$ cat config.mk
export PLATFORM = sky130hd
export DESIGN_NAME = wkpc_top
export DESIGN_NICKNAME = d
export VERILOG_FILES = /design/src/wkpc_pkg.sv /design/src/wkpc_addr_stack.sv /design/src/wkpc_top.sv
export VERILOG_INCLUDE_DIRS = /design/src
export SDC_FILE = /design/constraint.sdc
export NUM_CORES = 1
export LEC_CHECK = 0
export CELL_PAD_IN_SITES_DETAIL_PLACEMENT = 0
export CELL_PAD_IN_SITES_GLOBAL_PLACEMENT = 1
export CORE_MARGIN = 3
export CORE_UTILIZATION = 47
export DETAILED_ROUTE_END_ITERATION = 16
export DONT_BUFFER_PORTS = 1
export PLACE_DENSITY_LB_ADDON = 0.25
export SYNTH_ARGS = -nofsm -noshare
export SYNTH_HDL_FRONTEND = slang
export SYNTH_SLANG_ARGS = --single-unit
$ cat constraint.sdc
create_clock -name clk_i -period 3.5 [get_ports clk_i]
set_input_delay 0.175 -clock clk_i [delete_from_list [all_inputs] [get_ports clk_i]]
set_output_delay 0.175 -clock clk_i [all_outputs]
set_load 0.01 [all_outputs]
$ cat src/wkpc_params.svh
// Purpose: constants of the wake/kick power control block
// Assumes: included by the package and by design modules
// Notes: offsets are bus addresses on the multiplexed bus
`ifndef WKPC_PARAMS_SVH
`define WKPC_PARAMS_SVH
// register addresses
`define WKPC_REG_A_ADDR 8'h0A
`define WKPC_CTRL_A_ADDR 8'h4A
`define WKPC_CTRL_B_ADDR 8'h4B
`define WKPC_STACK2_ADDR 8'h4E
`define WKPC_STACK3_ADDR 8'h4F
// field positions
`define WKPC_BANK_BIT 4
`define WKPC_REL_BIT 3
`define WKPC_WF_BIT 1
`define WKPC_KF_BIT 0
`define WKPC_HOLD_BIT 3
`define WKPC_WIE_BIT 1
`define WKPC_KSE_BIT 0
// reset values
`define WKPC_REL_RST 1'b0
`define WKPC_FLAG_RST 1'b0
`define WKPC_EN_RST 1'b0
`define WKPC_BANK_RST 1'b0
// stack geometry
`define WKPC_STACK_DEPTH 4
// timing: power-on timeout in seconds and clock rate in hertz
`define WKPC_POTO_S 2
`define WKPC_CLK_HZ 200000000
`define WKPC_POTO_CYCLES (`WKPC_POTO_S * `WKPC_CLK_HZ)
`endif

$ cat src/wkpc_pkg.sv
// Purpose: shared types of the wake/kick power control block
// Assumes: constants come from wkpc_params.svh
// Notes: types only
`include "wkpc_params.svh"
package wkpc_pkg;
  typedef logic [7:0] wkpc_byte_t; // one bus byte
  typedef wkpc_byte_t [`WKPC_STACK_DEPTH-1:0] wkpc_stack_t; // entry 0 is newest
endpackage : wkpc_pkg

$ cat src/wkpc_addr_stack.sv
// Purpose: push-only stack of latched bus addresses
// Assumes: push is a one-cycle pulse in the clk domain
// Notes: reads never disturb the entries
`timescale 1ns/10ps
`default_nettype none
`include "wkpc_params.svh"
module wkpc_addr_stack
  import wkpc_pkg::*;
(
  input wire logic clk_i, // system clock
  input wire logic rst_b_i, // synchronised reset, active low
  input wire logic ce_i, // clock enable
  input wire logic push_i, // latch pulse
  input wire wkpc_byte_t addr_i, // address to push
  output wkpc_stack_t stack_o // all entries
);
  // entry 0 takes the new address, each deeper entry its neighbour
  for (genvar g = 0; g < `WKPC_STACK_DEPTH; g++) begin : g_entry
    always_ff @(posedge clk_i or negedge rst_b_i) begin
      if (!rst_b_i) begin
        stack_o[g] <= 8'h00;
      end else if (ce_i && push_i) begin
        stack_o[g] <= (g == 0) ? addr_i : stack_o[(g == 0) ? 0 : g - 1];
      end
    end
  end
endmodule : wkpc_addr_stack
`default_nettype wire

$ cat src/wkpc_top.sv
// Purpose: wake-up/kickstart power control with address recovery stack
// Assumes: bus pins, supply sense and kick pin are asynchronous
// Notes: open-drain outputs only ever pull low
// Function
// - supply absent, wake enabled: flag sets, power pin low
// - supply returns: interrupt pin also pulls low
// - powered, wake enabled: interrupt and power pin low
// - wake enable off: wake flag drives nothing
// - supply absent, kick enabled: kick pulse powers on
// - powered, kick enabled: interrupt and power pin low
// - kick enable off: kick flag drives nothing
// - stack readable at two bank-one locations
// - address latch fall pushes the stack
// - four entries deep, oldest dropped
// - host latches 0Ah then 4Eh to recover
// - power held on at least two seconds
// - timeout counts only with oscillator running, chain free
// - interrupt and power pins are open drain
// - release bit tristates power; enabled flag clears it
// - hold select keeps power through power fail
// - flags set by event or write one, clear by zero
// - kick flag sets on falling kick input
`timescale 1ns/10ps
`default_nettype none
`include "wkpc_params.svh"
module wkpc_top
  import wkpc_pkg::*;
#(
  parameter int unsigned POTO_CYCLES = `WKPC_POTO_CYCLES // power-on timeout in cycles
) (
  input wire logic clk_i, // 200 MHz clock
  input wire logic rst_b_i, // async reset, active low
  input wire logic ce_i, // clock enable, freezes state when low
  input wire logic [7:0] ad_i, // address/data pins in
  output logic [7:0] ad_o, // read data out
  output logic ad_oe_n_o, // low while driving the data pins
  input wire logic ale_i, // address latch strobe pin
  input wire logic cs_n_i, // chip select pin, active low
  input wire logic rd_n_i, // read strobe pin, active low
  input wire logic wr_n_i, // write strobe pin, active low
  input wire logic kick_in_n_i, // kickstart pin, active low
  input wire logic vcc_ok_i, // main supply present sense
  input wire logic wake_match_i, // alarm match pulse, same clock
  input wire logic other_irq_i, // other enabled interrupt sources
  input wire logic osc_run_i, // oscillator running
  input wire logic chain_reset_i, // countdown chain held in reset
  output logic irq_n_o, // interrupt pin level when pulled
  output logic irq_n_oe_n_o, // low while pulling interrupt low
  output logic power_on_n_o, // power pin level when pulled
  output logic power_on_n_oe_n_o // low while pulling power pin low
);
  logic [1:0] rst_sync; // reset release chain
  logic rst_b; // synchronised reset
  logic [7:0] ad_m, ad_s; // data pin synchroniser
  logic [5:0] pin_m, pin_s; // ale, cs, rd, wr, kick, vcc synchronisers
  logic ale_d, wr_d, kick_d, vcc_d; // delayed copies for edges
  logic ale_fall, wr_rise, kick_fall, vcc_fall; // edge pulses
  logic sel, rd_act; // chip select and read active
  wkpc_stack_t stack; // address stack
  wkpc_byte_t cur_addr; // currently latched address
  logic bank_select; // extended bank select
  logic power_release, power_hold_select; // power controls
  logic wakeup_flag, kick_flag; // event flags
  logic wakeup_irq_enable, kick_irq_enable; // event enables
  logic [31:0] poto_cnt; // power-on timeout counter
  logic en_wake, en_kick, en_any; // enabled flag terms
  logic wr_reg_a, wr_ctrl_a, wr_ctrl_b; // register write strobes
  logic irq_act, pwr_act; // pin pull requests
  wkpc_byte_t next_rdata; // read mux

  // reset is released through two flops
  always_ff @(posedge clk_i or negedge rst_b_i) begin
    if (!rst_b_i) begin
      rst_sync <= 2'h0;
    end else begin
      rst_sync <= {rst_sync[0], 1'b1};
    end
  end
  assign rst_b = rst_sync[1];

  // two-flop synchronisers for all pins
  always_ff @(posedge clk_i or negedge rst_b) begin
    if (!rst_b) begin
      ad_m <= 8'h00;
      ad_s <= 8'h00;
      pin_m <= 6'h1E;
      pin_s <= 6'h1E;
    end else if (ce_i) begin
      ad_m <= ad_i;
      ad_s <= ad_m;
      pin_m <= {vcc_ok_i, kick_in_n_i, wr_n_i, rd_n_i, cs_n_i, ale_i};
      pin_s <= pin_m;
    end
  end

  // delayed copies for edge detection on synchronised pins
  always_ff @(posedge clk_i or negedge rst_b) begin
    if (!rst_b) begin
      ale_d <= 1'b0;
      wr_d <= 1'b1;
      kick_d <= 1'b1;
      vcc_d <= 1'b0;
    end else if (ce_i) begin
      ale_d <= pin_s[0];
      wr_d <= pin_s[3];
      kick_d <= pin_s[4];
      vcc_d <= pin_s[5];
    end
  end
  assign ale_fall = ale_d && !pin_s[0];
  assign wr_rise = !wr_d && pin_s[3];
  assign kick_fall = kick_d && !pin_s[4];
  assign vcc_fall = vcc_d && !pin_s[5];
  assign sel = !pin_s[1];
  assign rd_act = sel && !pin_s[2];

  // address stack, pushed on each latch
  wkpc_addr_stack u_stack (
    .clk_i(clk_i),
    .rst_b_i(rst_b),
    .ce_i(ce_i),
    .push_i(ale_fall),
    .addr_i(ad_s),
    .stack_o(stack)
  );
  assign cur_addr = stack[0];

  // write decode on the write strobe release
  assign wr_reg_a = sel && wr_rise && (cur_addr == `WKPC_REG_A_ADDR);
  assign wr_ctrl_a = sel && wr_rise && bank_select && (cur_addr == `WKPC_CTRL_A_ADDR);
  assign wr_ctrl_b = sel && wr_rise && bank_select && (cur_addr == `WKPC_CTRL_B_ADDR);

  // bank select in register A
  always_ff @(posedge clk_i or negedge rst_b) begin
    if (!rst_b) begin
      bank_select <= `WKPC_BANK_RST;
    end else if (ce_i && wr_reg_a) begin
      bank_select <= ad_s[`WKPC_BANK_BIT];
    end
  end

  // enables and hold select in control register B
  always_ff @(posedge clk_i or negedge rst_b) begin
    if (!rst_b) begin
      wakeup_irq_enable <= `WKPC_EN_RST;
      kick_irq_enable <= `WKPC_EN_RST;
      power_hold_select <= `WKPC_EN_RST;
    end else if (ce_i && wr_ctrl_b) begin
      wakeup_irq_enable <= ad_s[`WKPC_WIE_BIT];
      kick_irq_enable <= ad_s[`WKPC_KSE_BIT];
      power_hold_select <= ad_s[`WKPC_HOLD_BIT];
    end
  end

  // event flags: an event in the clearing cycle still sets
  always_ff @(posedge clk_i or negedge rst_b) begin
    if (!rst_b) begin
      wakeup_flag <= `WKPC_FLAG_RST;
      kick_flag <= `WKPC_FLAG_RST;
    end else if (ce_i) begin
      wakeup_flag <= wake_match_i || (wr_ctrl_a ? ad_s[`WKPC_WF_BIT] : wakeup_flag);
      kick_flag <= kick_fall || (wr_ctrl_a ? ad_s[`WKPC_KF_BIT] : kick_flag);
    end
  end
  assign en_wake = wakeup_flag && wakeup_irq_enable;
  assign en_kick = kick_flag && kick_irq_enable;
  assign en_any = en_wake || en_kick;

  // release bit: enabled flag clears it, power fail without hold sets it
  always_ff @(posedge clk_i or negedge rst_b) begin
    if (!rst_b) begin
      power_release <= `WKPC_REL_RST;
    end else if (ce_i) begin
      if (en_any) begin
        power_release <= 1'b0;
      end else if (vcc_fall && !power_hold_select && poto_cnt == 32'h0) begin
        power_release <= 1'b1;
      end else if (wr_ctrl_a) begin
        power_release <= ad_s[`WKPC_REL_BIT];
      end
    end
  end

  // power-on timeout, loaded when an enabled flag finds the release bit set
  always_ff @(posedge clk_i or negedge rst_b) begin
    if (!rst_b) begin
      poto_cnt <= 32'h0;
    end else if (ce_i) begin
      if (en_any && poto_cnt == 32'h0 && power_release == 1'b1) begin
        poto_cnt <= POTO_CYCLES[31:0];
      end else if (poto_cnt != 32'h0 && osc_run_i && !chain_reset_i) begin
        poto_cnt <= poto_cnt - 32'h1;
      end
    end
  end

  // pin requests: interrupt only with supply, power per release bit
  assign irq_act = pin_s[5] && (en_any || other_irq_i);
  // an enabled flag pulls the power pin in the cycle it sets, before the release bit clears
  assign pwr_act = !power_release || en_any || (poto_cnt != 32'h0);
  assign irq_n_o = 1'b0;
  assign irq_n_oe_n_o = !irq_act;
  assign power_on_n_o = 1'b0;
  assign power_on_n_oe_n_o = !pwr_act;

  // read mux over the latched address
  always_comb begin
    next_rdata = 8'h00;
    if (cur_addr == `WKPC_REG_A_ADDR) begin
      next_rdata[`WKPC_BANK_BIT] = bank_select;
    end else if (bank_select) begin
      unique case (cur_addr)
        `WKPC_CTRL_A_ADDR: begin
          next_rdata[`WKPC_REL_BIT] = power_release;
          next_rdata[`WKPC_WF_BIT] = wakeup_flag;
          next_rdata[`WKPC_KF_BIT] = kick_flag;
        end
        `WKPC_CTRL_B_ADDR: begin
          next_rdata[`WKPC_HOLD_BIT] = power_hold_select;
          next_rdata[`WKPC_WIE_BIT] = wakeup_irq_enable;
          next_rdata[`WKPC_KSE_BIT] = kick_irq_enable;
        end
        `WKPC_STACK2_ADDR: next_rdata = stack[2];
        `WKPC_STACK3_ADDR: next_rdata = stack[3];
        default: next_rdata = 8'h00; // unmapped reads zero
      endcase
    end
  end

  // read data register, driven while the read strobe is low
  always_ff @(posedge clk_i or negedge rst_b) begin
    if (!rst_b) begin
      ad_o <= 8'h00;
    end else if (ce_i) begin
      ad_o <= next_rdata;
    end
  end
  assign ad_oe_n_o = !rd_act;
endmodule : wkpc_top
`default_nettype wire

==> results of run 1 <==
## final cells by class
class                      instances  area share, %
clock buffer                      19           7.58
multi-input combinational        241           33.0
timing repair buffer              23           4.30
sequential                       113           48.8
tap                              133           2.86
clock inverter                    13           2.58
inverter                          13          0.838
## per-stage QoR
| step | setup slack (ps) | std cells | area (um^2) |
|---|---|---|---|
| after detailed placement | 978 | 504 | 5030 |
| after global placement | 1080 | 504 | 5030 |
| after floorplan | 136 | 385 | 4890 |
| after global routing | 668 | 555 | 5830 |
| final | 852 | 555 | 5830 |
| after CTS | 794 | 555 | 5830 |
## cells in the mapped netlist (3+ instances only)
cell type / count / share of area (%)
a21oi_1: 6 / 0.61
mux2i_1: 11 / 2.3
o21ai_0: 7 / 0.72
dfstp_2: 10 / 5.4
xor2_1: 12 / 2.1
nor3_1: 15 / 1.5
or3_1: 4 / 0.51
o22ai_1: 6 / 0.77
nand3_1: 12 / 1.2
nand3b_1: 3 / 0.46
nand4_1: 3 / 0.38
xnor2_1: 7 / 1.3
nand2b_1: 3 / 0.38
buf_1: 5 / 0.38
nand2_1: 17 / 1.3
clkbuf_1: 8 / 0.61
inv_1: 13 / 1.0
and3_1: 5 / 0.64
mux2_2: 69 / 16
nor2_1: 16 / 1.2
dfrtp_1: 103 / 53
nor4_1: 14 / 1.8
mux4_2: 3 / 1.4
## per-layer routing
layer	vias up	part of all wire, %	wire length [um]	track usage (%)
met5	-	0	0	0
met3	10	3.1	279	5.31
li1	1433	-	-	-
met2	54	47	4210	25.7
met1	1533	49	4410	24.0
met4	0	1.1	97	5.68
## sequential cells by signal (all words and copies together) (netlist names), 2 cells and up
name / flops
rst_sync: 2
pin_m: 6
ad_o: 8
ad_s: 8
u_stack.stack_o: 32
ad_m: 8
pin_s: 6
poto_cnt: 32
## logic make-up (layout without fill, tap and decap cells)
group                    after synthesis  after routing  synth area share, %
other                                  2              3                0.154
flip-flops                           113            113                 58.1
AND/OR/NAND/NOR                      106            106                 12.2
multiplexers                          83             83                 19.5
AO/OA/AOI/OAI                         29             29                 3.74
XOR/XNOR                              19             19                 3.40
buffers and inverters                 31             68                 2.61
adder cells (fa/ha/maj)                1              1                0.256
## placed cells by master, fill, tap and decap left out, types with 3 or more instances in the layout
| cell type | synthesis | final |
|---|---|---|
| xnor2_1 | 7 | 7 |
| mux4_2 | 3 | 3 |
| nand2b_1 | 3 | 3 |
| inv_6 | 0 | 5 |
| o22ai_1 | 6 | 6 |
| o21ai_0 | 7 | 7 |
| buf_4 | 2 | 3 |
| nor2_1 | 16 | 16 |
| clkbuf_8 | 0 | 3 |
| nand4_1 | 3 | 3 |
| clkinv_4 | 0 | 3 |
| or3_1 | 4 | 4 |
| nor3_1 | 15 | 15 |
| conb_1 | 2 | 3 |
| nand3b_1 | 3 | 3 |
| nand3_1 | 12 | 12 |
| nand2_1 | 17 | 17 |
| nor4_1 | 14 | 14 |
| xor2_1 | 12 | 12 |
| mux2i_1 | 11 | 11 |
| dfstp_2 | 10 | 10 |
| and3_1 | 5 | 5 |
| inv_1 | 13 | 13 |
| clkbuf_16 | 0 | 16 |
| dlygate4sd3_1 | 0 | 18 |
| a21oi_1 | 6 | 6 |
| dfrtp_1 | 103 | 102 |
| mux2_2 | 69 | 69 |
## critical path, delay by kind of cell (launching register included)
family | cells | cell delay (ps)
flip-flops | 1 | 410
AND/OR/NAND/NOR | 4 | 1560
## final timing paths
kind,from,endpoint
min in group asynchronous,rst_sync[1]$_DFF_PN0_,pin_s[0]$_DFFE_PN0P_
min reg2reg,rst_sync[1]$_DFF_PN0_,pin_s[0]$_DFFE_PN0P_
max in group asynchronous,rst_sync[1]$_DFF_PN0_,pin_s[4]$_DFFE_PN1P_
min,osc_run_i,poto_cnt[12]$_DFFE_PN0P_
max reg2reg,poto_cnt[0]$_DFFE_PN0P_,poto_cnt[30]$_DFFE_PN0P_
max,poto_cnt[22]$_DFFE_PN0P_,power_on_n_oe_n_o
## power by group through the flow
stage	logic, uW	registers [uW]	clock network, uW
after floorplan	523	1820	0
after global placement	544	1910	0
after global routing	656	1960	1780
after detailed placement	562	1920	0
final	585	1900	1680
after CTS	595	1910	1720
==> results.json, run 1 <==
{
  "p_sw_uw": 1110,
  "drcViolationCount": 0,
  "maxCapViolations": 0,
  "synthCells": 384,
  "p_sw_share_pct": 26.7,
  "grt_usage_pct": 17.2,
  "synth_cell_types": 46,
  "core_area_um2": 9950,
  "status": "finished, final reports clean",
  "clkTransAtPathRegs_ps": 60,
  "drt_iter0_markers": 160,
  "cts.sinks": 113,
  "fin_crit_sh_pct": 75.7,
  "die-area_um2": 11700,
  "post_cts_buffers": 0,
  "whs_path_depth": 3,
  "ir_drop_mv": 0.345,
  "fillers": 801,
  "fmax_mhz": 378,
  "cts_root_buf": "clkbuf_8",
  "p_seq_share_pct": 45.7,
  "hold_slack_ps": 30.4,
  "synth_area_per_cell_um2": 12.7,
  "clk_latency_ps": 500,
  "gp_congestion": 0.783,
  "holdBufCountCts": 19,
  "cpPeakStageDelay_ps": 570,
  "cts_buffers": 17,
  "p_int_uw": 3060,
  "gr-total-overflow": 0,
  "setup_viol": 0,
  "startpoint_type": "flop",
  "cts_resized": 0,
  "slowest_stage": "or4_4",
  "r2r_slack_ps": 960,
  "final-seq-area_um2": 2840,
  "area_growth_pct": 19.2,
  "power_leakage_uw": 0.00254,
  "ios": 34,
  "wirelength_mm": 8.99,
  "slew_violations": 0,
  "cts-htree-levels": 4,
  "grt_pass1_vias": 3083,
  "power_density_nw_per_um2": 716,
  "multi_input_area_um2": 1920,
  "n_antenna_cell": 0,
  "crit_chain": "or4_4 > nor4_2 > nand4_1 > nor3_1",
  "required_ps": 3320,
  "via_per_inst": 5.46,
  "tightest_slew_ps": 662,
  "pwr-share-clk_pct": 40.3,
  "dp_hpwl_mm": 5.56,
  "nets": 431,
  "routedWlPerCell_um": 16.2,
  "fin_total_pwr_uw": 4170,
  "hp-class": "input pin to flop",
  "rr_worst_depth": 7,
  "ys_seq_area_share_pct": 58.1,
  "slew_headroom_pct": 55.3,
  "vias": 3030,
  "async_flop_share_pct": 100,
  "rsz0062_at_grt": "false",
  "ant_nets": 0,
  "critPathArrivalTime_ps": 2470,
  "hold_viol": 0,
  "port_buffers": 0,
  "combPwrFrac_pct": 14.0,
  "grt_max_degree": 95,
  "fin_util_pct": 58.5,
  "cp_max_fo": 4,
  "cp-end-kind": "primary output",
  "synth_edf_count": 0,
  "fin_setup_tns_ps": 0,
  "drive_gt1_share_pct": 31.0,
  "yosysWarnings": 0,
  "path_class": "flop to primary output",
  "grt_pass1_wl_mm": 15.4,
  "dr.pass1.iters": 4,
  "rows": 36,
  "clock_path_buffers": 2,
  "dieWidth_um": 108,
  "die_y_um": 108,
  "period_minus_slack_ps": 2650,
  "skew_ps": 7.46,
  "ys_ff_latch": 113,
  "netlist_area_um2": 4890,
  "start_util_pct": 49.1,
  "synth_ff_type": "dfrtp_1",
  "antenna_found_initial": 0,
  "tritoncts": "built"
}
No activity file was read; power rests on OpenSTA's default activity.
==> inputs of run 2 (changes only) <==
ABC_AREA = 1   (was unset)
clock period = 2.57 ns   (was 3.5 ns; I/O delays follow)
==> run 2 against run 1 <==
Net effect: clock skew rose by 5.9 ps; core utilization decreased by 2.0 points; synthesized cell count rose by 94%; largest cell class unchanged; die area increased by 15%; non-clock buffer count rose by 3; total power increased by 74%; sequential share of layout area is 5.5 points lower; first-iteration DRC count increased by 69%; count of clock-buffer cells in the layout is 1 lower; combinational power grew to 4.0 times the previous value; final cell count up 66%; setup slack got worse by 560 ps.
==> results.json, run 2 <==
{
  "crit_chain": "inv_1 > ha_1 > nand2_4 > nor2_8 > nand2_4 > nor2_4 > nor2_1 > nand4_1 > nand2_1",
  "fin_setup_tns_ps": 0,
  "gr-total-overflow": 0,
  "ys_ff_latch": 113,
  "grt_pass1_vias": 4560,
  "synth_top_area_cell": "dfrtp_1",
  "status": "finished, final reports clean",
  "drive_gt1_share_pct": 9.09,
  "grt_usage_pct": 21.8,
  "cp_num_buf_inv": 1,
  "power_density_nw_per_um2": 1110,
  "layout_commonest_cell": "nand2_1",
  "yosysMostFrequentCell": "nand2_1",
  "synth_ff_type": "dfrtp_1",
  "setup_viol": 0,
  "drcViolationCount": 0,
  "wirelength_mm": 13.2,
  "die_y_um": 116,
  "dr.pass1.iters": 5,
  "pwr-share-clk_pct": 31.2,
  "drt_iter0_markers": 270,
  "cts_buffers": 17,
  "top_regs": "poto_cnt: 32 flops, u_stack.stack_o: 32 flops",
  "netlist_top_cells_area": "dfrtp_1 46%, nand2_1 20%, nor2_1 5.4%, o21ai_0 4.7%, dfstp_2 4.6%",
  "async_flop_share_pct": 100,
  "skew_ps": 13.3,
  "synth_simple_gate_area_share_pct": 32.9,
  "yosysWarnings": 0,
  "placed_cell_area_um2": 5800,
  "grt_pass1_wl_mm": 22.6,
  "min_from": "ce_i",
  "slew_headroom_pct": 25.4,
  "startpoint_type": "flop",
  "cts-htree-levels": 4,
  "ir_drop_mv": 0.634,
  "p_int_uw": 4450,
  "dp_hpwl_mm": 9.09,
  "routedWlPerCell_um": 14.3,
  "cp_max_fo": 14,
  "dieWidth_um": 116,
  "p_seq_share_pct": 36.6,
  "period_minus_slack_ps": 2280,
  "path_class": "flop to flop",
  "critPathTopFamily": "simple AND/OR/NAND/NOR gates",
  "gp_congestion": 0.901,
  "r2r_slack_ps": 290,
  "cts_resized": 0,
  "tightest_slew_ps": 1120,
  "slowest_stage": "nor2_1",
  "r2r_end": "poto_cnt[0]$_DFFE_PN0P_",
  "synthMuxAreaShare_pct": 0.398,
  "p_sw_uw": 2830,
  "cpPeakStageDelay_ps": 830,
  "synth_edf_count": 0,
  "clkTransAtPathRegs_ps": 50,
  "instances_no_fill": 924,
  "netlist_area_um2": 5660,
  "die-area_um2": 13400,
  "critPathArrivalTime_ps": 2640,
  "synthAdderAreaFrac_pct": 0.221,
  "tritoncts": "built",
  "slew_violations": 0,
  "hp-class": "input pin to flop",
  "ios": 34,
  "ys_seq_area_share_pct": 50.1,
  "fin_crit_sh_pct": 88.6,
  "vias": 4680,
  "power_leakage_uw": 0.00343,
  "r2r_start": "poto_cnt[0]$_DFFE_PN0P_",
  "area_growth_pct": 16.0,
  "synth_top_family_by_area": "simple AND/OR/NAND/NOR gates",
  "fillers": 1103,
  "layout_common_cells": "295 x nand2_1, 102 x dfrtp_1, 81 x nor2_1",
  "clk_latency_ps": 430,
  "core_area_um2": 11600,
  "via_per_inst": 5.06,
  "synth-compound-area-share_pct": 7.40,
  "start_util_pct": 48.8,
  "cts_root_buf": "clkbuf_16",
  "maxCapViolations": 0,
  "cp-end-kind": "flop",
  "synthCells": 746,
  "p_sw_share_pct": 38.9,
  "antenna_found_initial": 0,
  "ys_top_cells_by_count": "295 x nand2_1, 103 x dfrtp_1, 81 x nor2_1",
  "synth_cell_types": 33,
  "hold_slack_ps": 23.2,
  "hold_viol": 0,
  "port_buffers": 0,
  "clock_path_buffers": 2,
  "cts.sinks": 113,
  "ant_nets": 0,
  "synth_xor_area_share_pct": 2.16,
  "min_to": "pin_m[3]$_DFFE_PN1P_",
  "combPwrFrac_pct": 32.2,
  "post_cts_buffers": 0,
  "yosys.area.top_type_share_pct": 45.5,
  "whs_path_depth": 3,
  "cp_common_cell": "nand2_4",
  "rows": 39,
  "placed_cells": 874,
  "fmax_mhz": 439,
  "rr_worst_depth": 9,
  "nets": 790,
  "rsz0062_at_grt": "false",
  "n_antenna_cell": 0,
  "synth_area_per_cell_um2": 7.59,
  "grt_max_degree": 64,
  "fin_util_pct": 56.6,
  "required_ps": 2930,
  "post-route-cell-area_um2": 6570
}
run 2: kinds of logic after synthesis:
kind of cell / after synthesis
buf+inv: 92
flops: 113
mux: 2
compound gates: 75
simple gates: 447
fa+ha+maj: 1
other cells: 2
xor+xnor: 14
run 2: worst min-delay path, delay by kind of cell:
kind / cells / cell delay [ps]
buffers and inverters: 1 / 180
and+or+nand+nor: 2 / 130
run 2: cell type report:
cell class	instances	area, um^2	area share [%]
sequential	113	2840	43.3
multi-input combinational	542	2450	37.3
clock buffer	18	429	6.53
timing repair buffer	26	270	4.11
inverter	68	255	3.88
tap	143	179	2.72
clock inverter	14	141	2.15
run 2: power by group through the flow:
| stage | Sequential (uW) | Clock, uW | Combinational [uW] |
|---|---|---|---|
| after global routing | 2730 | 2380 | 2710 |
| after floorplan | 2560 | 0 | 1850 |
| after detailed placement | 2680 | 0 | 2280 |
| after global placement | 2660 | 0 | 2260 |
| after CTS | 2660 | 2310 | 2330 |
| final | 2660 | 2270 | 2340 |
run 2: worst max-delay path by stage:
stage,start,to,slack [ps],depth (start not counted)
CTS,poto_cnt[0]$_DFFE_PN0P_,poto_cnt[0]$_DFFE_PN0P_,330,9
floorplan,rst_sync[1]$_DFF_PN0_,ad_m[0]$_DFFE_PN0P_,690,0
finish,poto_cnt[0]$_DFFE_PN0P_,poto_cnt[0]$_DFFE_PN0P_,290,9
global route,poto_cnt[0]$_DFFE_PN0P_,poto_cnt[0]$_DFFE_PN0P_,180,9
global placement,poto_cnt[0]$_DFFE_PN0P_,poto_cnt[0]$_DFFE_PN0P_,470,9
detailed placement,poto_cnt[0]$_DFFE_PN0P_,poto_cnt[0]$_DFFE_PN0P_,340,9
run 2: what timing repair did:
action	CTS	global route
hold buffers	18	0
endpoints found under the setup margin	0	0
hold endpoints to repair	51	0
run 2: routing by layer:
| layer | GRT usage [%] | vias to the layer above | share of wire, % |
|---|---|---|---|
| li1 | - | 2383 | - |
| met1 | 31.8 | 2185 | 52 |
| met2 | 30.8 | 100 | 42 |
| met3 | 6.37 | 12 | 4.8 |
| met4 | 7.97 | 0 | 1.2 |
| met5 | 0 | - | 0 |
run 2: through the flow:
| stage | setup slack (ps) | power, uW |
|---|---|---|
| CTS | 326 | 7300 |
| finish | 292 | 7280 |
| global route | 178 | 7820 |
| floorplan | 690 | 4410 |
| global placement | 472 | 4920 |
| detailed placement | 345 | 4960 |
